<file path="src/rtl/srbs_defines.svh">
// Offsets, field positions, mode codes and timing counts of the reset and strap block
`ifndef SRBS_DEFINES_SVH
`define SRBS_DEFINES_SVH
`define SRBS_ADDR_W        8
`define SRBS_DATA_W        32
`define SRBS_GPIO_N        3
`define SRBS_SYNC_W        12
`define SRBS_OFS_SWCTL     8'h00
`define SRBS_OFS_STRAP     8'h04
`define SRBS_OFS_MODE      8'h08
`define SRBS_OFS_GPIO_OUT  8'h0c
`define SRBS_OFS_GPIO_DIR  8'h10
`define SRBS_OFS_GPIO_IN   8'h14
`define SRBS_OFS_GPIO_ALT  8'h18
`define SRBS_SWCTL_HOLD    0
`define SRBS_MODE_EEPROM   0
`define SRBS_MODE_FAILOVER 1
`define SRBS_MODE_RSVD     2
`define SRBS_MODE_PORT_LSB 4
`define SRBS_MODE_ST_LSB   8
`define SRBS_ALT_IRQ_PIN   2
`define SRBS_RESP_OKAY     2'h0
`define SRBS_RESP_SLVERR   2'h2
`define SRBS_SM_NORMAL     4'h0
`define SRBS_SM_EEPROM     4'h1
`define SRBS_SM_FO_P0      4'h8
`define SRBS_SM_EE_FO_P0   4'h9
`define SRBS_SM_EE_FO_A    4'ha
`define SRBS_SM_EE_FO_P2   4'hb
`define SRBS_SM_RSVD_LO    4'h2
`define SRBS_SM_RSVD_HI    4'h7
`define SRBS_PORT_ZERO     4'h0
`define SRBS_PORT_TWO      4'h2
`define SRBS_CLK_KHZ       100000
`define SRBS_SMB_SLOW_KHZ  100
`define SRBS_SMB_FAST_KHZ  400
`define SRBS_SMB_SLOW_CYC  (`SRBS_CLK_KHZ / `SRBS_SMB_SLOW_KHZ)
`define SRBS_SMB_FAST_CYC  (`SRBS_CLK_KHZ / `SRBS_SMB_FAST_KHZ)
`define SRBS_SMB_CNT_W     10
`define SRBS_RESET_PROC_CYC 16
`define SRBS_PROC_CNT_W    5
`endif

</file>
<file path="src/rtl/srbs_pkg.sv">
// Types shared by the reset and strap block
package srbs_pkg;
`include "srbs_defines.svh"
  typedef struct packed {
    logic                     awvalid;
    logic [`SRBS_ADDR_W-1:0]  awaddr;
    logic                     wvalid;
    logic [`SRBS_DATA_W-1:0]  wdata;
    logic [3:0]               wstrb;
    logic                     bready;
    logic                     arvalid;
    logic [`SRBS_ADDR_W-1:0]  araddr;
    logic                     rready;
  } srbs_axi_req_type;
  typedef struct packed {
    logic                     awready;
    logic                     wready;
    logic                     bvalid;
    logic [1:0]               bresp;
    logic                     arready;
    logic                     rvalid;
    logic [`SRBS_DATA_W-1:0]  rdata;
    logic [1:0]               rresp;
  } srbs_axi_rsp_type;
  typedef struct packed {
    logic       ds_common_clock;
    logic       us_common_clock;
    logic       smbus_slow;
    logic       hold_request;
    logic [3:0] operating_mode;
  } srbs_strap_type;
  typedef enum logic [2:0] {
    SRBS_ST_FUND_RESET = 3'b000,
    SRBS_ST_RESET_PROC = 3'b001,
    SRBS_ST_EEPROM     = 3'b010,
    SRBS_ST_HALTED     = 3'b011,
    SRBS_ST_RUN        = 3'b100
  } srbs_state_type;
endpackage

</file>
<file path="src/rtl/srbs_sync.sv">
// Two-stage synchroniser for pin inputs
`timescale 1ns/10ps
module srbs_sync #(
  parameter int WIDTH = 1
) (
  input  wire logic             aclk,
  input  wire logic             aresetn,
  input  wire logic [WIDTH-1:0] async_in,
  output logic      [WIDTH-1:0] sync_out
);
  logic [WIDTH-1:0] meta_ff;
  logic [WIDTH-1:0] sync_ff;
  // First stage feeds only the second
  always_ff @(posedge aclk) begin
    if (!aresetn) begin
      meta_ff <= '0;
      sync_ff <= '0;
    end else begin
      meta_ff <= async_in;
      sync_ff <= meta_ff;
    end
  end
  assign sync_out = sync_ff;
endmodule

</file>
<file path="src/rtl/srbs_top.sv">
// Reset sequencing, boot straps, mode decode and three GPIO pins behind AXI4-Lite
//
// The address map and the AXI4-Lite register port were left to the implementer.
`timescale 1ns/10ps
`include "srbs_defines.svh"
// How it works
// (RULE1) Latched downstream common-clock strap drives the downstream shared-clock output.
// (RULE2) Latched upstream common-clock strap drives the upstream shared-clock output.
// (RULE3) Slow strap gives a 100 kHz master SMBus bit tick, else 400 kHz.
// (RULE4) SMBus speed comes from the strap only; no register can change it.
// (RULE5) Low fundamental reset resets internal logic and holds PCIe fundamental reset.
// (RULE6) Hold strap: finish reset procedure, then stay halted with both SMBuses enabled.
// (RULE7) Registers stay readable and writable while the device is halted.
// (RULE8) Clearing the hold bit in switch control releases the halt into operation.
// (RULE9) Board keeps mode straps static once fundamental reset is released.
// (RULE10) Mode 0x0 is normal; mode 0x1 adds EEPROM loading first.
// (RULE11) Modes 0x2 to 0x7 are reserved and select no defined mode.
// (RULE12) Mode 0x8 is normal with upstream failover, upstream port 0.
// (RULE13) Mode 0x9 adds EEPROM loading to failover with upstream port 0.
// (RULE14) Modes 0xA and 0xB: EEPROM plus failover, ports 0 and 2.
// (RULE15) Pins 29 to 31 are GPIO; pin 31 may be expander interrupt ten.
// (RULE16) Straps are sampled during fundamental reset and kept from its release.
module srbs_top (
  input  wire logic                           aclk,
  input  wire logic                           aresetn,
  input  wire logic                           fundamental_reset_n,
  input  wire srbs_pkg::srbs_strap_type       strap_pins,
  input  wire logic                           eeprom_load_done,
  input  wire logic [`SRBS_GPIO_N-1:0]        gpio_in,
  output logic      [`SRBS_GPIO_N-1:0]        gpio_out,
  output logic      [`SRBS_GPIO_N-1:0]        gpio_oe,
  input  wire srbs_pkg::srbs_axi_req_type     axi_req,
  output srbs_pkg::srbs_axi_rsp_type          axi_rsp,
  output logic                                core_reset_n,
  output logic                                pcie_fund_reset,
  output logic                                smbus_enable,
  output logic                                eeprom_load_req,
  output logic                                failover_enable,
  output logic      [3:0]                     upstream_port,
  output logic                                ds_common_clock,
  output logic                                us_common_clock,
  output logic                                master_smbus_tick,
  output logic                                io_expander_irq_ten
);
  import srbs_pkg::*;

  logic [`SRBS_SYNC_W-1:0] sync_q;
  srbs_sync #(.WIDTH(`SRBS_SYNC_W)) u_sync (
    .aclk     (aclk),
    .aresetn  (aresetn),
    .async_in ({gpio_in, strap_pins, fundamental_reset_n}),
    .sync_out (sync_q)
  );
  wire                     fund_n_s  = sync_q[0];
  wire srbs_strap_type     strap_s   = sync_q[8:1];
  wire [`SRBS_GPIO_N-1:0]  gpio_s    = sync_q[`SRBS_SYNC_W-1:9];

  srbs_state_type              state_ff;
  srbs_state_type              nxt_state;
  srbs_strap_type              strap_ff;
  logic [`SRBS_PROC_CNT_W-1:0] proc_cnt_ff;
  logic                        hold_ff;
  logic [`SRBS_SMB_CNT_W-1:0]  smb_cnt_ff;
  logic                        smb_tick_ff;
  logic                        core_rst_n_ff;
  logic                        pcie_rst_ff;
  logic                        smb_en_ff;
  logic                        ee_req_ff;
  logic                        fo_ff;
  logic [3:0]                  port_ff;
  logic                        ds_ff;
  logic                        us_ff;
  logic                        irq_ff;
  logic [`SRBS_GPIO_N-1:0]     gpio_out_ff;
  logic [`SRBS_GPIO_N-1:0]     gpio_dir_ff;
  logic [`SRBS_GPIO_N-1:0]     gpio_oe_ff;
  logic [`SRBS_GPIO_N-1:0]     gpio_pin_ff;
  logic                        alt_ff;

  // Mode decode of the latched straps
  wire [3:0] mode       = strap_ff.operating_mode;
  wire mode_ee          = (mode == `SRBS_SM_EEPROM) | // [RULE10]
                          (mode == `SRBS_SM_EE_FO_P0) | // [RULE13]
                          (mode == `SRBS_SM_EE_FO_A) | (mode == `SRBS_SM_EE_FO_P2); // [RULE14]
  wire mode_fo          = (mode == `SRBS_SM_FO_P0) | // [RULE12]
                          (mode == `SRBS_SM_EE_FO_P0) | // [RULE13]
                          (mode == `SRBS_SM_EE_FO_A) | (mode == `SRBS_SM_EE_FO_P2); // [RULE14]
  wire mode_rsvd        = ~mode_fo & (mode != `SRBS_SM_NORMAL) & ~mode_ee; // [RULE11]
  wire [3:0] mode_port  = (mode == `SRBS_SM_EE_FO_P2) ? `SRBS_PORT_TWO : `SRBS_PORT_ZERO;

  wire proc_done = (proc_cnt_ff == `SRBS_PROC_CNT_W'(`SRBS_RESET_PROC_CYC - 1));
  wire hold_clr;

  // Sequencer; reserved modes run with no EEPROM load and no failover
  always_comb begin
    nxt_state = state_ff;
    unique case (state_ff)
      SRBS_ST_FUND_RESET: nxt_state = SRBS_ST_RESET_PROC;
      SRBS_ST_RESET_PROC: begin
        if (proc_done) begin // [RULE6]
          nxt_state = hold_ff ? SRBS_ST_HALTED : (mode_ee ? SRBS_ST_EEPROM : SRBS_ST_RUN);
        end
      end
      SRBS_ST_HALTED: begin
        if (!hold_ff) begin
          nxt_state = mode_ee ? SRBS_ST_EEPROM : SRBS_ST_RUN; // [RULE8]
        end
      end
      SRBS_ST_EEPROM: begin
        if (eeprom_load_done) begin
          nxt_state = SRBS_ST_RUN; // [RULE10]
        end
      end
      SRBS_ST_RUN: nxt_state = SRBS_ST_RUN;
      default: nxt_state = SRBS_ST_FUND_RESET;
    endcase
    if (!fund_n_s) begin
      nxt_state = SRBS_ST_FUND_RESET; // [RULE5]
    end
  end

  always_ff @(posedge aclk) begin
    if (!aresetn) begin
      state_ff    <= SRBS_ST_FUND_RESET;
      proc_cnt_ff <= '0;
    end else begin
      state_ff    <= nxt_state;
      proc_cnt_ff <= (state_ff == SRBS_ST_RESET_PROC) ? proc_cnt_ff + 1'b1 : '0;
    end
  end

  // Straps follow the pins only while fundamental reset is held
  always_ff @(posedge aclk) begin
    if (!aresetn) begin
      strap_ff <= '0;
    end else if (state_ff == SRBS_ST_FUND_RESET) begin
      strap_ff <= strap_s; // [RULE16] [RULE9]
    end
  end

  // Hold bit: strap sets it in reset, software only clears; set wins
  always_ff @(posedge aclk) begin
    if (!aresetn) begin
      hold_ff <= 1'b0;
    end else if (state_ff == SRBS_ST_FUND_RESET) begin
      hold_ff <= strap_s.hold_request; // [RULE6]
    end else if (hold_clr) begin
      hold_ff <= 1'b0; // [RULE8]
    end
  end

  always_ff @(posedge aclk) begin
    if (!aresetn) begin
      core_rst_n_ff <= 1'b0;
      pcie_rst_ff   <= 1'b1;
      smb_en_ff     <= 1'b0;
      ee_req_ff     <= 1'b0;
      fo_ff         <= 1'b0;
      port_ff       <= '0;
      ds_ff         <= 1'b0;
      us_ff         <= 1'b0;
    end else begin
      core_rst_n_ff <= (nxt_state == SRBS_ST_RUN); // [RULE5]
      pcie_rst_ff   <= (nxt_state == SRBS_ST_FUND_RESET) | (nxt_state == SRBS_ST_RESET_PROC);
      smb_en_ff     <= (nxt_state == SRBS_ST_HALTED) | (nxt_state == SRBS_ST_EEPROM) |
                       (nxt_state == SRBS_ST_RUN); // [RULE6]
      ee_req_ff     <= (nxt_state == SRBS_ST_EEPROM); // [RULE10]
      fo_ff         <= mode_fo & ~mode_rsvd; // [RULE12]
      port_ff       <= mode_port; // [RULE12] [RULE14]
      ds_ff         <= strap_ff.ds_common_clock; // [RULE1]
      us_ff         <= strap_ff.us_common_clock; // [RULE2]
    end
  end

  // Bit tick of the master SMBus; rate fixed by the strap alone
  wire [`SRBS_SMB_CNT_W-1:0] smb_last = strap_ff.smbus_slow ? // [RULE3] [RULE4]
                                        `SRBS_SMB_CNT_W'(`SRBS_SMB_SLOW_CYC - 1) :
                                        `SRBS_SMB_CNT_W'(`SRBS_SMB_FAST_CYC - 1);
  wire smb_wrap = (smb_cnt_ff >= smb_last);
  always_ff @(posedge aclk) begin
    if (!aresetn) begin
      smb_cnt_ff  <= '0;
      smb_tick_ff <= 1'b0;
    end else if (!smb_en_ff) begin
      smb_cnt_ff  <= '0;
      smb_tick_ff <= 1'b0;
    end else begin
      smb_cnt_ff  <= smb_wrap ? '0 : smb_cnt_ff + 1'b1; // [RULE3]
      smb_tick_ff <= smb_wrap;
    end
  end

  // GPIO pins; pin 31 as interrupt input stops driving one cycle after alt_ff sets
  genvar gi;
  generate
    for (gi = 0; gi < `SRBS_GPIO_N; gi++) begin : g_gpio
      wire alt_here = (gi == `SRBS_ALT_IRQ_PIN) & alt_ff;
      always_ff @(posedge aclk) begin
        if (!aresetn) begin
          gpio_oe_ff[gi]  <= 1'b0;
          gpio_pin_ff[gi] <= 1'b0;
        end else begin
          gpio_oe_ff[gi]  <= gpio_dir_ff[gi] & ~alt_here; // [RULE15]
          gpio_pin_ff[gi] <= gpio_s[gi];
        end
      end
    end
  endgenerate
  always_ff @(posedge aclk) begin
    if (!aresetn) begin
      irq_ff <= 1'b0;
    end else begin
      irq_ff <= alt_ff & ~gpio_s[`SRBS_ALT_IRQ_PIN]; // [RULE15]
    end
  end

  // AXI4-Lite slave, usable in every state including the halt
  logic                     aw_held_ff;
  logic                     w_held_ff;
  logic                     aw_rdy_ff;
  logic                     w_rdy_ff;
  logic [`SRBS_ADDR_W-1:0]  aw_addr_ff;
  logic [`SRBS_DATA_W-1:0]  w_data_ff;
  logic                     w_lane0_ff;
  logic                     bvalid_ff;
  logic [1:0]               bresp_ff;
  logic                     ar_rdy_ff;
  logic                     rvalid_ff;
  logic [`SRBS_DATA_W-1:0]  rdata_ff;
  logic [1:0]               rresp_ff;

  wire aw_take      = axi_req.awvalid & aw_rdy_ff;
  wire w_take       = axi_req.wvalid & w_rdy_ff;
  wire do_write     = aw_held_ff & w_held_ff & ~bvalid_ff; // [RULE7]
  wire nxt_aw_held  = (aw_held_ff & ~do_write) | aw_take;
  wire nxt_w_held   = (w_held_ff & ~do_write) | w_take;
  wire nxt_bvalid   = do_write | (bvalid_ff & ~axi_req.bready);
  wire ar_take      = axi_req.arvalid & ar_rdy_ff;
  wire nxt_rvalid   = ar_take | (rvalid_ff & ~axi_req.rready);
  wire wr_lane      = do_write & w_lane0_ff;
  wire wr_swctl     = (aw_addr_ff == `SRBS_OFS_SWCTL);
  wire wr_gout      = (aw_addr_ff == `SRBS_OFS_GPIO_OUT);
  wire wr_gdir      = (aw_addr_ff == `SRBS_OFS_GPIO_DIR);
  wire wr_galt      = (aw_addr_ff == `SRBS_OFS_GPIO_ALT);
  wire wr_ro        = (aw_addr_ff == `SRBS_OFS_STRAP) | (aw_addr_ff == `SRBS_OFS_MODE) |
                      (aw_addr_ff == `SRBS_OFS_GPIO_IN); // [RULE4]
  wire wr_hit       = wr_swctl | wr_gout | wr_gdir | wr_galt | wr_ro;
  assign hold_clr   = wr_lane & wr_swctl & ~w_data_ff[`SRBS_SWCTL_HOLD]; // [RULE8]

  wire [`SRBS_ADDR_W-1:0] ra = axi_req.araddr;
  wire [`SRBS_DATA_W-1:0] rd_swctl = `SRBS_DATA_W'(hold_ff) << `SRBS_SWCTL_HOLD;
  wire [`SRBS_DATA_W-1:0] rd_strap = `SRBS_DATA_W'(strap_ff);
  wire [`SRBS_DATA_W-1:0] rd_mode  = (`SRBS_DATA_W'(mode_ee) << `SRBS_MODE_EEPROM) |
                                     (`SRBS_DATA_W'(mode_fo) << `SRBS_MODE_FAILOVER) |
                                     (`SRBS_DATA_W'(mode_rsvd) << `SRBS_MODE_RSVD) |
                                     (`SRBS_DATA_W'(mode_port) << `SRBS_MODE_PORT_LSB) |
                                     (`SRBS_DATA_W'(state_ff) << `SRBS_MODE_ST_LSB);
  wire rd_hit = (ra == `SRBS_OFS_SWCTL) | (ra == `SRBS_OFS_STRAP) | (ra == `SRBS_OFS_MODE) |
                (ra == `SRBS_OFS_GPIO_OUT) | (ra == `SRBS_OFS_GPIO_DIR) |
                (ra == `SRBS_OFS_GPIO_IN) | (ra == `SRBS_OFS_GPIO_ALT);
  wire [`SRBS_DATA_W-1:0] rd_data =
    (ra == `SRBS_OFS_SWCTL)    ? rd_swctl :
    (ra == `SRBS_OFS_STRAP)    ? rd_strap :
    (ra == `SRBS_OFS_MODE)     ? rd_mode :
    (ra == `SRBS_OFS_GPIO_OUT) ? `SRBS_DATA_W'(gpio_out_ff) :
    (ra == `SRBS_OFS_GPIO_DIR) ? `SRBS_DATA_W'(gpio_dir_ff) :
    (ra == `SRBS_OFS_GPIO_IN)  ? `SRBS_DATA_W'(gpio_pin_ff) :
    (ra == `SRBS_OFS_GPIO_ALT) ? `SRBS_DATA_W'(alt_ff) : '0;

  always_ff @(posedge aclk) begin
    if (!aresetn) begin
      aw_held_ff <= 1'b0;
      w_held_ff  <= 1'b0;
      aw_rdy_ff  <= 1'b0;
      w_rdy_ff   <= 1'b0;
      bvalid_ff  <= 1'b0;
      ar_rdy_ff  <= 1'b0;
      rvalid_ff  <= 1'b0;
    end else begin
      aw_held_ff <= nxt_aw_held;
      w_held_ff  <= nxt_w_held;
      aw_rdy_ff  <= ~nxt_aw_held;
      w_rdy_ff   <= ~nxt_w_held;
      bvalid_ff  <= nxt_bvalid;
      ar_rdy_ff  <= ~nxt_rvalid;
      rvalid_ff  <= nxt_rvalid;
    end
  end

  // Payload registers need no reset; valids guard them
  always_ff @(posedge aclk) begin
    if (aw_take) aw_addr_ff <= axi_req.awaddr;
    if (w_take) w_data_ff <= axi_req.wdata;
    if (w_take) w_lane0_ff <= axi_req.wstrb[0];
    if (do_write) bresp_ff <= wr_hit ? `SRBS_RESP_OKAY : `SRBS_RESP_SLVERR;
    if (ar_take) rdata_ff <= rd_data;
    if (ar_take) rresp_ff <= rd_hit ? `SRBS_RESP_OKAY : `SRBS_RESP_SLVERR;
  end

  always_ff @(posedge aclk) begin
    if (!aresetn) begin
      gpio_out_ff <= '0;
      gpio_dir_ff <= '0;
      alt_ff      <= 1'b0;
    end else if (wr_lane) begin
      if (wr_gout) gpio_out_ff <= w_data_ff[`SRBS_GPIO_N-1:0]; // [RULE15]
      if (wr_gdir) gpio_dir_ff <= w_data_ff[`SRBS_GPIO_N-1:0]; // [RULE15]
      if (wr_galt) alt_ff <= w_data_ff[0]; // [RULE15]
    end
  end

  assign axi_rsp = '{awready: aw_rdy_ff, wready: w_rdy_ff, bvalid: bvalid_ff,
                     bresp: bresp_ff, arready: ar_rdy_ff, rvalid: rvalid_ff,
                     rdata: rdata_ff, rresp: rresp_ff};
  assign gpio_out            = gpio_out_ff;
  assign gpio_oe             = gpio_oe_ff;
  assign core_reset_n        = core_rst_n_ff;
  assign pcie_fund_reset     = pcie_rst_ff;
  assign smbus_enable        = smb_en_ff;
  assign eeprom_load_req     = ee_req_ff;
  assign failover_enable     = fo_ff;
  assign upstream_port       = port_ff;
  assign ds_common_clock     = ds_ff;
  assign us_common_clock     = us_ff;
  assign master_smbus_tick   = smb_tick_ff;
  assign io_expander_irq_ten = irq_ff;

  // Checks
  logic [`SRBS_SMB_CNT_W-1:0] gap_ff;
  always_ff @(posedge aclk) begin
    if (!aresetn || smb_tick_ff) gap_ff <= '0;
    else if (!smb_en_ff) gap_ff <= '1; // First period after enable is the same length; counting starts one below zero
    else gap_ff <= gap_ff + 1'b1;
  end
endmodule

</file>
<file path="config.mk">
export PLATFORM = sky130hd
export DESIGN_NAME = srbs_top
export DESIGN_NICKNAME = d
export VERILOG_FILES = /design/src/rtl/srbs_pkg.sv /design/src/rtl/srbs_sync.sv /design/src/rtl/srbs_top.sv
export VERILOG_INCLUDE_DIRS = /design/src /design/src/rtl
export SDC_FILE = /design/constraint.sdc
export NUM_CORES = 1
export LEC_CHECK = 0
export BUFFER_PORTS_ARGS = -buffer_cell sky130_fd_sc_hd__buf_2
export CAP_MARGIN = 0
export CORE_MARGIN = 5
export CORE_UTILIZATION = 55
export DETAILED_ROUTE_END_ITERATION = 7
export HOLD_SLACK_MARGIN = 0.15
export PLACE_DENSITY = 0.85
export SLEW_MARGIN = 20
export SYNTH_ARGS = -nofsm -noshare
export SYNTH_HDL_FRONTEND = slang
export SYNTH_HIERARCHICAL = 1
export SYNTH_SLANG_ARGS = --single-unit
</file>
<file path="constraint.sdc">
create_clock -name aclk -period 3.9 [get_ports aclk]
set_clock_uncertainty 0.1 [all_clocks]
set_input_delay 0.39 -clock aclk [delete_from_list [all_inputs] [get_ports aclk]]
set_output_delay 0.39 -clock aclk [all_outputs]
set_load 0.02 [all_outputs]
</file>
# After elaboration in Yosys (flattened, before gate mapping)
# Index checks and enable logic that the tools add are counted.
dict set report op_classes {
  n_addsub 2
  magnitude_cmp 1
  eq_ne 26
  muxes 20
  bitwise 61
  reduce_logical 13
}
# operator n
set ops {}
lappend ops {{$eq A8 B5 Y1 const B} 6}
lappend ops {{$eq A8 B4 Y1 const B} 4}
lappend ops {{$mux W3} 9}
lappend ops {{$or A1 B1 Y1} 25}
lappend ops {{$and A1 B1 Y1} 17}
lappend ops {{$eq A4 B4 Y1 const B} 4}
lappend ops {{$eq A8 B3 Y1 const B} 2}
lappend ops {{$logic_not A8 Y1} 2}
lappend ops {{$not A1 Y1} 15}
lappend ops {{$pmux W3 S5} 1}
lappend ops {{$eq A3 B2 Y1 const B} 4}
lappend ops {{$mux W11} 1}
lappend ops {{$or A6 B11 Y11} 1}
lappend ops {{$add A10 B1 Y10 const B} 1}
lappend ops {{$ge A10 B10 Y1} 1}
lappend ops {{$mux W10} 1}
lappend ops {{$reduce_and A2 Y1} 5}
lappend ops {{$mux W8} 1}
lappend ops {{$eq A3 B1 Y1 const B} 2}
lappend ops {{$eq A3 B3 Y1 const B} 2}
lappend ops {{$logic_not A3 Y1} 2}
lappend ops {{$mux W2} 3}
lappend ops {{$or A3 B6 Y6} 1}
lappend ops {{$add A5 B1 Y5 const B} 1}
lappend ops {{other kinds (9)} 12}
dict set report totals {
  reg_bits 111
  output_inout_bits 60
}

# Longest topological paths before layout
dict set report depth {
  depth_word 13
  depth_mapped 7
  mapped_depth_nobuf 7
}

# Modules after synthesis
# Netlist, hierarchy kept.
# mod instances cells_each area_per_inst_um2
set by_module_without_submodules {}
lappend by_module_without_submodules {srbs_top 1 345 3552.2}
lappend by_module_without_submodules {srbs_sync 1 50 675.6}

# Worst setup path after synthesis
# OpenSTA, ideal clock, no wires.
dict set report synth_timing {
  path_type {flip-flop to flip-flop}
  from {register strap_ff, in the netlist rd_strap[5]}
  to {register smb_cnt_ff[2]}
  setup_time_ns 0.065
  arrival_time_ns 1.624
  required_ns 3.735
  setup_slack_ns 2.111
  stages_incl_launch_ff 8
  n_path_buf 1
  cell_sequence {dfxtp_1 > inv_1 > ha_1 > a211oi_1 > o21ai_0 > a211o_1 > clkbuf_1 > nor2_1}
}
dict set report synth_via {
  elab_chain_len 3
}
# element line_no
set synth_lines {}
lappend synth_lines {{start, declared} srbs_top.sv:60} ;# srbs_strap_type strap_ff;
lappend synth_lines {{start signal, assigned} srbs_top.sv:137} ;# strap_ff <= strap_s;
lappend synth_lines {{$mux W10} srbs_top.sv:176} ;# wire [`SRBS_SMB_CNT_W-1:0] smb_last = strap_ff.smbus_slow ?
lappend synth_lines {{$ge A10 B10 Y1} srbs_top.sv:179} ;# wire smb_wrap = (smb_cnt_ff >= smb_last);
lappend synth_lines {{$reduce_or A3 Y1 (no line)} --}
lappend synth_lines {{end signal, assigned} srbs_top.sv:188} ;# smb_cnt_ff <= smb_wrap ? '0 : smb_cnt_ff + 1'b1;
lappend synth_lines {{end, declared} srbs_top.sv:63} ;# logic [`SRBS_SMB_CNT_W-1:0] smb_cnt_ff;
# Every way passes these cells.
# A chain may end at the register's enable or synchronous reset.

# Worst setup path in the final report
dict set report layout_timing {
  from {register strap_ff, in the netlist rd_strap[5]}
  to {register smb_cnt_ff[0]}
}
# Same word-level chain as after synthesis.

==> key figures <==
Cells and area
  • Area grow syn2layout: 17.43%
  • Nets: 567
  • Commonest non-fill, non-tap cell in the layout: dfxtp_1
  • Layout cells sized above 1: 0.2383
  • Most frequent cells in the layout: 81 x dfxtp_1, 73 x buf_2, 30 x nor2_1
  • Ant. Diodes: 0
  • Non-Filler Instances: 593
  • Design area: 4965 um^2
  • Fillers: 630

Routing
  • Avg WL per Cell: 13.39 um
  • Final ANT Viol Nets: 0
  • DRC Markers: 0
  • Drt first-iter violations: 111
  • Via count: 2,920
  • Vias/cell: 4.924
  • Detailed-router iteration count before antenna repair: 4
  • DRT Wirelength: 7941 um

Global route
  • First-pass GRT wire length: 13,170 um
  • Gr ovfl total: 0
  • GR Util All Layers: 0.1723
  • Largest net degree at the start of global routing: 49
  • Vias in the first global route: 2,791
  • Initial antenna violation count: 0

Place
  • RePlAce Congestion: 0.8167
  • Dpl cells: 553
  • Cell Area, Placed: 4527 um^2
  • Post-DP HPWL: 5815 um
  • Pre-CTS setup slack: 1.787 ns
  • IO buf count: 73

Clock network
  • CTS clk-pin slew, worst paths: 0.10 ns
  • Maximum root-to-sink buffer count: 2
  • CTS resizes: 0
  • Root buf cell: clkbuf_8
  • Sink Count: 106
  • CTS tree: yes
  • Clk Latency, worst-skew pair: 0.37 ns
  • H-tree depth: 3
  • CTS buffer count: 9

Setup path
  • Crit path DAT: 2.24 ns
  • Crit Path Max Fanout: 10
  • Type of origin of the critical path: flip-flop
  • Kind of critical path: flip-flop to flip-flop
  • Worst Path Required: 4.11 ns
  • Critical Path Sink Type: flip-flop

Timing
  • Min cycle time layout: 2.030 ns
  • RSZ-0062 raised after global routing: no
  • Setup WS post-layout: 1.870 ns
  • FMAX: 492.6 MHz
  • Slew @ Worst Pin: 0.8200 ns
  • Slew Viols, Final: 0
  • Setup TNS Final: 0 ns
  • Hold WS: 0.1910 ns
  • Worst slew margin: 0.4491
  • Final Hold Fails: 0
  • Ratio of final minimum period to clock period: 0.5205
  • Setup Viol. Count Final: 0

Logic synthesis
  • Area of the mapped netlist: 4228 um^2
  • Sequential share of the synthesized area: 0.5611
  • Post-synth top area share: 0.3835
  • Mapped Cells: 395
  • Yosys warnings: 6
  • Main synth FF type: dfxtp_1
  • Mean Syn Cell Area: 10.70 um^2
  • Top post-synthesis cells by area: dfxtp_1 38%, edfxtp_1 18%, buf_4 5.5%
  • Library cells used by synthesis: 50
  • Synth Register Bits: 106
  • Asr flop ratio synth: 0
  • Yosys top cell by area: dfxtp_1
  • Post-synth EDFFs: 25

Power and ir drop
  • Net Switching: 458.5 uW
  • Net Sw Frac: 0.2335
  • Pwr dens: 395.5 nW/um^2
  • Power share of the sequential group: 0.595
  • Combinational fraction of design power: 0.071
  • Peak VDD IR: 209.1 uV
  • Clk pwr share: 0.334
  • Pint: 1505 uW
  • Leakage: 0.002038 uW

Floorplanning
  • Floorplan die width: 97.68 um
  • Rows: 32
  • Chip Height: 97.68 um
  • Top Ports: 132
  • Initial core utilization: 0.5558
  • Die area: 9540 um^2
  • Area of the core: 7607 um^2

Job
  • Max_cap viols: 0

Hold path
  • Hold/Removal Path Class: primary input to flip-flop

Outcome
  • Status: finished, final reports clean
==> layer usage <==
metal	track usage	up-vias	share of wire	routed length (um)
met5	0	-	0	0
met4	0.08839	0	0.030	236
met3	0.04307	18	0.060	479
met2	0.2783	89	0.49	3912
met1	0.2130	1347	0.42	3313
li1	-	1466	-	-
==> final timing paths <==
check | startpoint | slack, ns | cells after the start | to
hold reg to reg | u_sync/sync_out[0]$_SDFF_PN0_ | 0.33 | 1 | pcie_fund_reset$_SDFF_PN1_
setup / recovery | rd_strap[5]$_SDFFE_PN0N_ | 1.87 | 6 | smb_cnt_ff[0]$_SDFF_PP0_
setup reg to reg | rd_strap[5]$_SDFFE_PN0N_ | 1.87 | 6 | smb_cnt_ff[0]$_SDFF_PP0_
hold / removal | axi_req[10] | 0.19 | 3 | bvalid_ff$_SDFF_PN0_
==> state kept, by name, summed over array words and instances, names as in the netlist, 3 cells and up <==
| register | cells |
|---|---|
| w_data_ff | 3 |
| proc_cnt_ff | 5 |
| rd_strap | 4 |
| state_ff | 3 |
| gpio_oe | 3 |
| gpio_dir_ff | 3 |
| aw_addr_ff | 8 |
| gpio_out | 3 |
| gpio_pin_ff | 3 |
| u_sync/sync_out | 12 |
| mode | 4 |
| rdata_ff | 11 |
| u_sync/meta_ff | 12 |
| smb_cnt_ff | 10 |
==> cell families (layout without fill, tap and decap cells) <==
logic type / count (synthesis) / count (layout) / synth area share
multiplexers: 8 / 8 / 0.01983
buffers and inverters: 55 / 126 / 0.08050
other: 1 / 26 / 0.0008870
AND/OR/NAND/NOR: 161 / 161 / 0.2246
AO/OA/AOI/OAI: 45 / 45 / 0.06570
XOR/XNOR: 10 / 10 / 0.02072
flip-flops: 106 / 106 / 0.5611
adder cells (fa/ha/maj): 9 / 9 / 0.02664
==> synth_stat cells, types with 6 or more instances <==
cell / count
nor2_1: 30
xnor2_1: 7
nor3_1: 8
inv_1: 11
nand2_1: 29
nand2b_1: 6
a21oi_1: 20
and2_2: 18
clkbuf_1: 8
dfxtp_1: 81
and2_1: 27
edfxtp_1: 25
ha_1: 9
nand3_1: 13
buf_4: 31
==> per-stage QoR <==
stage | total power (uW) | util
floorplan | 1297 | -
global placement | 1309 | 0.5951
detailed placement | 1314 | 0.5951
CTS | 1976 | 0.6526
global route | 2045 | 0.6526
finish | 1963 | 0.6526
==> power groups by stage <==
stage / Combinational, uW / Sequential, uW / Clock [uW]
floorplan: 103 / 1190 / 0
global placement: 117 / 1190 / 0
detailed placement: 120 / 1190 / 0
CTS: 138 / 1170 / 669
global route: 152 / 1170 / 719
finish: 139 / 1170 / 656
==> cell type report <==
class / instances / area [um^2] / share of cell area
Inverter: 12 / 45.04 / 0.009073
Sequential cell: 106 / 2372 / 0.4778
Multi-Input combinational cell: 259 / 1609 / 0.3241
Clock inverter: 4 / 31.28 / 0.006300
Tap cell: 102 / 127.6 / 0.02571
Clock buffer: 12 / 166.4 / 0.03352
Timing Repair Buffer: 98 / 613.1 / 0.1235
==> critical path, cell delays in order (launching register included) <==
cell and delay, ns:
dfxtp_1 0.43, inv_1 0.14, ha_1 0.30, a211oi_1 0.26
o21ai_0 0.17, a211o_1 0.45, nor2_1 0.14
==> repair_timing <==
action	4_1_cts	5_1_grt
hold endpoints to repair	24	0
buffers inserted	0	0
hold buffers	24	0
No activity file was read; power rests on OpenSTA's default activity.
